**config.mk**
```make
export PLATFORM = sky130hd
export DESIGN_NAME = acs_sequencer
export DESIGN_NICKNAME = d
export VERILOG_FILES = /design/src/include/acs_pkg.sv /design/src/acs_deadtime.sv /design/src/acs_sequencer.sv
export SDC_FILE = /design/constraint.sdc
export NUM_CORES = 1
export LEC_CHECK = 0
export BUFFER_PORTS_ARGS = -buffer_cell sky130_fd_sc_hd__buf_4
export CAP_MARGIN = 5
export CORE_ASPECT_RATIO = 1.1
export CORE_MARGIN = 8
export CORE_UTILIZATION = 53
export DETAILED_ROUTE_END_ITERATION = 6
export PLACE_DENSITY = 0.8
export SYNTH_ARGS = -nofsm -noshare
export SYNTH_HDL_FRONTEND = slang
export SYNTH_SLANG_ARGS = --single-unit
```
**constraint.sdc**
```tcl
create_clock -name clk -period 3.15 [get_ports clk]
set_clock_uncertainty 0.2 [all_clocks]
set_input_delay 0.4725 -clock clk [delete_from_list [all_inputs] [get_ports clk]]
set_output_delay 0.4725 -clock clk [all_outputs]
set_load 0.02 [all_outputs]
```
**src/include/acs_pkg.sv**
```systemverilog
// Shared constants, strap encodings and carrier types of the compensation sequencer.
// Assumes a front end that turns the strap resistor into a code 0..34.
// Operation
// RULE1: Strap low keeps compensation fully disabled
// RULE2: Decode strap into store, repeat, power-good, gain
// RULE3: Run once after ramp, or periodically
// RULE4: Store results, return them on readback
// RULE5: Repeat mode stores only first run
// RULE6: Apply stored values on later start-ups
// RULE7: Repeat mode uses latest computed results
// RULE8: Refuse store disable while output enabled
// RULE9: Control command while enabled forces next store
// RULE10: Disabled compensation uses default or user taps
// RULE11: Delay option: power-good first, then compensation
// RULE12: Host keeps power-good delay beyond ramp
// RULE13: After-comp option: power-good after first run
// RULE14: Scale results by full or half gain
// RULE15: Host provides minimum turn-on delay
// RULE16: System keeps input voltage stable first
// RULE17: Host configures and triggers over serial bus
// RULE18: Fixed dead-time between high and low drives
// RULE19: Strap sampled once after reset, kept
// RULE20: No run before ramp done and regulating
package acs_pkg;
    localparam logic [63:0] CLK_HZ           = 64'd200_000_000;
    localparam logic [63:0] SHORT_PERIOD_MS  = 64'd1000;
    localparam logic [63:0] LONG_PERIOD_S    = 64'd60;
    localparam logic [35:0] SHORT_PERIOD_CYC = 36'(CLK_HZ * SHORT_PERIOD_MS / 64'd1000);
    localparam logic [35:0] LONG_PERIOD_CYC  = 36'(CLK_HZ * LONG_PERIOD_S);
    localparam logic [63:0] DEAD_TIME_NS     = 64'd20;
    localparam logic [3:0]  DEAD_CYC         = 4'((DEAD_TIME_NS * CLK_HZ + 64'd999_999_999)
                                                  / 64'd1_000_000_000);
    localparam logic [5:0]  STRAP_LOW        = 6'h00;
    localparam logic [5:0]  STRAP_OPEN       = 6'h01;
    localparam logic [5:0]  STRAP_HIGH       = 6'h02;
    localparam logic [5:0]  STRAP_RES_BASE   = 6'h03;
    localparam int          BIT_STORE        = 0;
    localparam int          BIT_REPEAT       = 1;
    localparam int          BIT_PG_DELAY     = 2;
    localparam int          BIT_LONG         = 3;
    localparam int          BIT_HALF         = 4;

    typedef struct packed {
        logic enable;
        logic store;
        logic repeat_run;
        logic pg_after_delay;
        logic long_period;
        logic half_gain;
    } acs_cfg_t;

    typedef struct packed {
        logic signed [15:0] kp;
        logic signed [15:0] ki;
        logic signed [15:0] kd;
    } acs_taps_t;

    localparam acs_cfg_t  CFG_RESET  = '{default: 1'b0};
    localparam acs_taps_t TAPS_RESET = '{default: 16'h0000};
endpackage

```
**src/acs_deadtime.sv**
```systemverilog
// Gate drive with a fixed dead-time between high-side and low-side turn-on.
// Assumes the PWM request is synchronous to clk.
`timescale 1ns/1ps
module acs_deadtime (
    input  wire logic clk,
    input  wire logic rst_n,
    input  wire logic pwm_high,
    output logic      hs_gate,
    output logic      ls_gate
);
    import acs_pkg::*;

    typedef struct packed {
        logic       side;
        logic [3:0] cnt;
        logic       hs;
        logic       ls;
    } acs_dt_st_t;

    acs_dt_st_t st_q;
    acs_dt_st_t st_d;

    always_comb begin
        st_d = st_q;
        if (pwm_high != st_q.side) begin
            // Both off first, so a switch never overlaps the other
            st_d.side = pwm_high;
            st_d.cnt  = DEAD_CYC; // RULE18
            st_d.hs   = 1'b0;
            st_d.ls   = 1'b0;
        end else if (st_q.cnt != 4'h0) begin
            st_d.cnt = st_q.cnt - 4'h1;
        end else begin
            st_d.hs = st_q.side;
            st_d.ls = !st_q.side;
        end
    end

    always_ff @(posedge clk) begin
        if (!rst_n) begin
            st_q <= '{side: 1'b0, cnt: DEAD_CYC, hs: 1'b0, ls: 1'b0};
        end else begin
            st_q <= st_d;
        end
    end

    assign hs_gate = st_q.hs;
    assign ls_gate = st_q.ls;
endmodule // acs_deadtime

```
**src/acs_sequencer.sv**
```systemverilog
// Compensation sequencer: strap decode, run scheduling, gain, store and power-good.
// Assumes the tuning engine, store and power stage sit outside, synchronous to clk.
`timescale 1ns/1ps
module acs_sequencer #(
    parameter logic [35:0] SHORT_CYC = acs_pkg::SHORT_PERIOD_CYC,
    parameter logic [35:0] LONG_CYC  = acs_pkg::LONG_PERIOD_CYC
) (
    input  wire logic              clk,
    input  wire logic              rst_n,
    input  wire logic [5:0]        comp_config_strap_pin,
    input  wire logic              strap_valid,
    input  wire logic              cfg_wr,
    input  wire acs_pkg::acs_cfg_t cfg_wdata,
    input  wire logic              tuning_control_cmd_alias,
    input  wire logic              filter_tap_readback_cmd,
    input  wire logic              output_enable,
    input  wire logic              ramp_done,
    input  wire logic              pg_delay_done,
    input  wire logic              comp_done,
    input  wire acs_pkg::acs_taps_t comp_taps,
    input  wire logic              nvm_valid,
    input  wire acs_pkg::acs_taps_t nvm_taps,
    input  wire acs_pkg::acs_taps_t default_taps,
    input  wire logic              pwm_high,
    output acs_pkg::acs_cfg_t      cfg,
    output logic                   cfg_refused,
    output logic                   comp_start,
    output acs_pkg::acs_taps_t     active_taps,
    output logic                   nvm_wr,
    output logic                   nvm_erase,
    output acs_pkg::acs_taps_t     nvm_wdata,
    output logic                   readback_valid,
    output acs_pkg::acs_taps_t     readback_taps,
    output logic                   power_good_output,
    output logic                   hs_gate,
    output logic                   ls_gate
);
    import acs_pkg::*;

    typedef enum logic [2:0] {S_OFF, S_RAMP, S_PGDLY, S_COMP, S_REG} acs_state_t;

    typedef struct packed {
        acs_state_t state;
        acs_cfg_t   cfg;
        logic       strap_taken;
        logic       first_done;
        logic       store_next;
        logic [35:0] period_cnt;
        acs_taps_t  taps;
        acs_taps_t  nvm_wdata;
        acs_taps_t  rb_taps;
        logic       rb_valid;
        logic       start;
        logic       wr;
        logic       erase;
        logic       refused;
        logic       pg;
    } acs_st_t;

    acs_st_t st_q;
    acs_st_t st_d;

    function automatic acs_cfg_t decode_strap(input logic [5:0] code);
        acs_cfg_t   c;
        logic [5:0] i;
        c = CFG_RESET;
        i = code - STRAP_RES_BASE;
        if (code == STRAP_LOW) begin
            c = CFG_RESET; // RULE1
        end else if (code == STRAP_OPEN || code == STRAP_HIGH) begin
            c.enable = 1'b1;
            c.store  = (code == STRAP_HIGH);
        end else begin
            c.enable         = 1'b1; // RULE2
            c.store          = i[BIT_STORE];
            c.repeat_run     = i[BIT_REPEAT];
            c.pg_after_delay = i[BIT_PG_DELAY];
            c.long_period    = i[BIT_LONG];
            c.half_gain      = i[BIT_HALF];
        end
        return c;
    endfunction

    function automatic acs_taps_t scale(input acs_taps_t t, input logic half);
        acs_taps_t s;
        s = t;
        if (half) begin
            s.kp = t.kp >>> 1;
            s.ki = t.ki >>> 1;
            s.kd = t.kd >>> 1;
        end
        return s;
    endfunction

    logic        use_stored;
    logic [35:0] period_len;

    always_comb begin
        st_d          = st_q;
        st_d.start    = 1'b0;
        st_d.wr       = 1'b0;
        st_d.erase    = 1'b0;
        st_d.refused  = 1'b0;
        st_d.rb_valid = 1'b0;
        use_stored    = st_q.cfg.store && nvm_valid && !st_q.store_next;
        period_len    = st_q.cfg.long_period ? LONG_CYC : SHORT_CYC;

        // Strap is caught once, after reset release
        if (strap_valid && !st_q.strap_taken) begin
            st_d.cfg         = decode_strap(comp_config_strap_pin); // RULE19
            st_d.strap_taken = 1'b1;
        end else if (cfg_wr) begin
            if (output_enable && st_q.cfg.store && !cfg_wdata.store) begin
                st_d.refused = 1'b1; // RULE8
            end else begin
                st_d.cfg   = cfg_wdata; // RULE17
                st_d.erase = st_q.cfg.store && !cfg_wdata.store; // RULE8
            end
        end

        if (filter_tap_readback_cmd) begin
            st_d.rb_taps  = nvm_taps; // RULE4
            st_d.rb_valid = 1'b1;
        end

        case (st_q.state)
            S_OFF: begin
                st_d.pg = 1'b0;
                if (output_enable) begin
                    st_d.state = S_RAMP;
                end
            end
            S_RAMP: begin
                if (ramp_done) begin
                    if (!st_q.cfg.enable) begin
                        st_d.taps  = default_taps; // RULE10
                        st_d.state = S_REG;
                    end else if (use_stored) begin
                        st_d.taps       = nvm_taps; // RULE6
                        st_d.pg         = !st_q.cfg.pg_after_delay;
                        st_d.first_done = 1'b1;
                        st_d.period_cnt = 36'h0;
                        st_d.state      = st_q.cfg.pg_after_delay ? S_PGDLY : S_REG;
                    end else if (st_q.cfg.pg_after_delay) begin
                        st_d.state = S_PGDLY;
                    end else begin
                        st_d.start = 1'b1; // RULE20
                        st_d.state = S_COMP;
                    end
                end
            end
            S_PGDLY: begin
                if (pg_delay_done) begin
                    st_d.pg = 1'b1; // RULE11
                    if (use_stored) begin
                        st_d.state = S_REG;
                    end else begin
                        st_d.start = 1'b1; // RULE11
                        st_d.state = S_COMP;
                    end
                end
            end
            S_COMP: begin
                if (comp_done) begin
                    st_d.taps = scale(comp_taps, st_q.cfg.half_gain); // RULE14 RULE7
                    if (st_q.cfg.store && (!st_q.first_done || st_q.store_next)) begin
                        // Later periodic results reach the store only after a control command sets store_next
                        st_d.wr         = 1'b1; // RULE4 RULE5
                        st_d.nvm_wdata  = scale(comp_taps, st_q.cfg.half_gain);
                        st_d.store_next = 1'b0; // RULE9
                    end
                    st_d.first_done = 1'b1;
                    st_d.pg         = 1'b1; // RULE13
                    st_d.period_cnt = 36'h0;
                    st_d.state      = S_REG;
                end
            end
            S_REG: begin
                if (!st_q.cfg.enable) begin
                    st_d.pg = pg_delay_done;
                end
                if (st_q.cfg.enable && st_q.cfg.repeat_run) begin
                    st_d.period_cnt = st_q.period_cnt + 36'h1;
                end
                if (st_q.cfg.enable && ramp_done &&
                    ((st_q.cfg.repeat_run && st_q.period_cnt >= period_len - 36'h1) ||
                     (tuning_control_cmd_alias && output_enable))) begin
                    st_d.start = 1'b1; // RULE3 RULE17
                    st_d.state = S_COMP;
                end
            end
            default: begin
                st_d.state = S_OFF;
            end
        endcase

        // Set after the run's own clear, so a command on the storing edge is not lost
        if (tuning_control_cmd_alias && output_enable && st_q.cfg.store) begin
            st_d.store_next = 1'b1; // RULE9
        end

        if (!output_enable) begin
            st_d.state = S_OFF;
            st_d.pg    = 1'b0;
            st_d.start = 1'b0;
        end
    end

    always_ff @(posedge clk) begin
        if (!rst_n) begin
            st_q <= '{state: S_OFF, cfg: CFG_RESET, period_cnt: 36'h0,
                      taps: TAPS_RESET, nvm_wdata: TAPS_RESET, rb_taps: TAPS_RESET,
                      default: 1'b0};
        end else begin
            st_q <= st_d;
        end
    end

    assign cfg               = st_q.cfg;
    assign cfg_refused       = st_q.refused;
    assign comp_start        = st_q.start;
    assign active_taps       = st_q.taps;
    assign nvm_wr            = st_q.wr;
    assign nvm_erase         = st_q.erase;
    assign nvm_wdata         = st_q.nvm_wdata;
    assign readback_valid    = st_q.rb_valid;
    assign readback_taps     = st_q.rb_taps;
    assign power_good_output = st_q.pg;

    acs_deadtime u_deadtime (
        .clk      (clk),
        .rst_n    (rst_n),
        .pwm_high (pwm_high),
        .hs_gate  (hs_gate),
        .ls_gate  (ls_gate)
    );
endmodule // acs_sequencer

```
==> reports/qor.yml <==
routing:
  drtIter0Drc: 486
  drt-vias-per-instance: 5.598
  firstDrtPassIters: 5
  wl_um: 31850
  drt-wirelength-per-cell_um: 19.24
  drc: 0
  num_vias: 9264
  postRouteAntennaNets: 0
global_routing:
  grt.total_usage_pct: 22.72
  grt_pass1_vias: 9534
  grt_max_degree: 108
  grt_pass1_wl_um: 49740
  grt_overflow: 0
  antenna_found_initial: 0
die:
  die_w_um: 156.1
  die-area_mm2: 0.02654
  ios: 326
  core_mm2: 0.02123
  die_h_um: 170.1
  start_util_pct: 53.86
  rows: 56
clock_network:
  cts_sinks: 205
  cts_resized: 0
  cts_max_level: 1
  cts_tree: "done"
  cts_made_buffers: 23
  clk_path_buf_depth: 3
  clkLatencyLatePin_ps: 500
  cts.clk_slew.worst_paths_ps: 60
  cts-root-buf: "clkbuf_16"
worst_setup_path:
  arrival_ps: 2810
  cp_top_family: "compound AO/OA/AOI/OAI gates"
  r2r_cells: 8
  cp_num_cells: 8
  reg2reg_slack_ps: 520
  crit_path_end_kind: "register"
  path_max_fanout: 8
  cp-start-kind: "register"
  path_class: "register to register"
  r2r_start: "cfg[1]$_SDFFE_PN0P_"
  crit_start: "cfg[1]$_SDFFE_PN0P_"
  crit_required_ps: 3340
  cp_slowest_cell: "dfxtp_1"
  path_cells: "inv_1 > ha_1 > nor2b_1 > and4_1 > a211oi_1 > o221ai_1 > a221oi_1 > nor3_1"
  r2r_end: "st_q[195]$_SDFFE_PN0P_"
  path_buf_inv: 1
  cpPeakStageDelay_ps: 480
timing:
  tightest_slew_ps: 910.4
  rsz0062_at_grt: "no"
  fin_crit_sh_pct: 83.35
  slew_viol_final: 0
  finalSetupViolCount: 0
  finalHoldViolCount: 0
  period_needed_ps: 2626
  fmax_mhz: 380.9
  slew_headroom_pct: 39.31
  fin_setup_tns_ps: 0
pwr:
  p_leak_nw: 6.688
  totalPowerFinal_w: 0.006250
  ir_drop_v: 0.0003721
  powerDensity_mw_per_mm2: 457.1
placement:
  place_congestion: 0.8492
  hpwl_um: 23290
  post-place-cells: 1615
  io_buffers: 325
  post_dp_cell_area_mm2: 0.01296
synthesis:
  syn_avg_cell_area_um2: 9.357
  synthesis.nets: 1409
  ys_seq_elements: 205
  synth-edff-count: 0
  ys_seq_area_share_pct: 35.89
  ys_warn_count: 0
  synthArstFlopShare_pct: 0
  ys_types: 56
  synth_flop_cell: "dfxtp_1"
  netlist_area_mm2: 0.01143
  syn_inst: 1222
layout:
  area_growth_syn_to_layout_pct: 19.59
  final_common_cell: "buf_4"
  stdcell_area_mm2: 0.01367
  layout.nets: 1540
  final_cell_mix: "335 x buf_4, 203 x dfxtp_1, 104 x mux2i_1, 94 x o211a_1, 66 x nor2b_1"
  final_cell_count_no_fill: 1655
  drive_gt1_share_pct: 31.43
  diodes: 0
job:
  max-cap-violations: 0
hold_path:
  holdPathEnd: "readback_taps[10]$_SDFFE_PN0P_"
  worstHoldStart: "nvm_taps[10]"
  hold_path.class: "input port to register"
  holdPathStages: 3
run_status:
  status: "complete, no violations"
==> how the worst max path moves through the flow <==
| stage | endpoint | slack (ps) |
|---|---|---|
| after global placement | st_q[195]$_SDFFE_PN0P_ | 650 |
| after floorplan | st_q[195]$_SDFFE_PN0P_ | 810 |
| final | st_q[195]$_SDFFE_PN0P_ | 520 |
| after CTS | st_q[195]$_SDFFE_PN0P_ | 530 |
| after detailed placement | st_q[195]$_SDFFE_PN0P_ | 520 |
| after global routing | st_q[196]$_SDFFE_PN0P_ | 410 |
==> cells in the mapped netlist, drive strengths merged, types with 3 or more instances <==
cell | n | area share [%]
nor4 | 10 | 0.66
o21a | 4 | 0.26
nor3 | 19 | 0.88
a21oi | 21 | 0.92
a31oi | 4 | 0.22
nand2 | 40 | 1.3
or3 | 8 | 0.44
nor2 | 48 | 1.6
o211ai | 50 | 3.3
nor4b | 4 | 0.31
nand4 | 14 | 0.90
and2 | 7 | 0.38
mux2i | 104 | 9.1
nand3 | 60 | 2.6
a21o | 3 | 0.20
o21ai | 14 | 0.61
xor2 | 11 | 0.84
mux2 | 47 | 4.6
ha | 19 | 2.1
nor2b | 66 | 3.6
inv | 14 | 0.46
o211a | 94 | 8.2
and3 | 5 | 0.27
dfxtp | 205 | 36
clkbuf | 61 | 2.0
nand2b | 52 | 2.8
xnor2 | 25 | 1.9
buf | 175 | 11
a211oi | 5 | 0.33
and4 | 6 | 0.48
==> timing repair <==
action,4_1_cts,5_1_grt
hold buffers,3,0
endpoints found under the hold margin,3,0
buffers inserted,0,0
==> power breakdown <==
| group | total, W | switching, W | internal, W |
|---|---|---|---|
| Clock | 0.00249 | 0.00104 | 0.00145 |
| Sequential | 0.00276 | 0.0000732 | 0.00269 |
| Combinational | 0.00100 | 0.000500 | 0.000502 |
==> layer usage <==
layer | global-route usage (%) | share of wire [%] | vias up
met5 | 0 | 0 | -
met4 | 8.995 | 3.7 | 0
met3 | 6.646 | 7.8 | 62
met2 | 39.01 | 49 | 339
met1 | 26.11 | 40 | 4405
li1 | - | - | 4458
==> cells by family after synthesis <==
| logic type | count (synthesis) | share of synthesized area (%) |
|---|---|---|
| adders and majority gates | 19 | 2.079 |
| DFF | 205 | 35.89 |
| buffers and inverters | 250 | 13.24 |
| xor gates and xnor gates | 36 | 2.757 |
| and+or+nand+nor | 350 | 17.12 |
| muxes | 151 | 13.73 |
| AOI/OAI and AO/OA | 211 | 15.18 |
==> registers in the layout (all words and copies together) (netlist names) <==
name / flops
u_deadtime.hs_gate: 1
st_q: 42
nvm_erase: 1
readback_valid: 1
readback_taps: 48
cfg: 6
power_good_output: 1
cfg_refused: 1
active_taps: 48
comp_start: 1
nvm_wdata: 48
u_deadtime.ls_gate: 1
u_deadtime.st_q: 5
nvm_wr: 1
==> stage by stage <==
step                hold WS, ps  util [%]  setup slack (ps)
floorplan                 231.7         -             806.3
global placement          238.5     61.05             648.1
detailed placement        250.9     61.05             523.8
CTS                       21.92     64.41             528.4
global route              41.79     64.41             412.4
finish                    38.08     64.41             524.3
==> tightest hold or removal path, cell delays in order <==
cell and delay, ps:
buf_4 80, mux2i_1 60, nor2b_1 90
==> layout make-up <==
type,instances,area [um2]
Sequential cell,205,4109
Fill cell,1732,7556
Clock inverter,2,12.51
Clock buffer,35,670.6
Multi-Input combinational cell,767,5842
Timing Repair Buffer,342,2625
Inverter,14,52.55
Tap cell,290,362.8
Note: power is estimated with default switching activity, not from simulation.
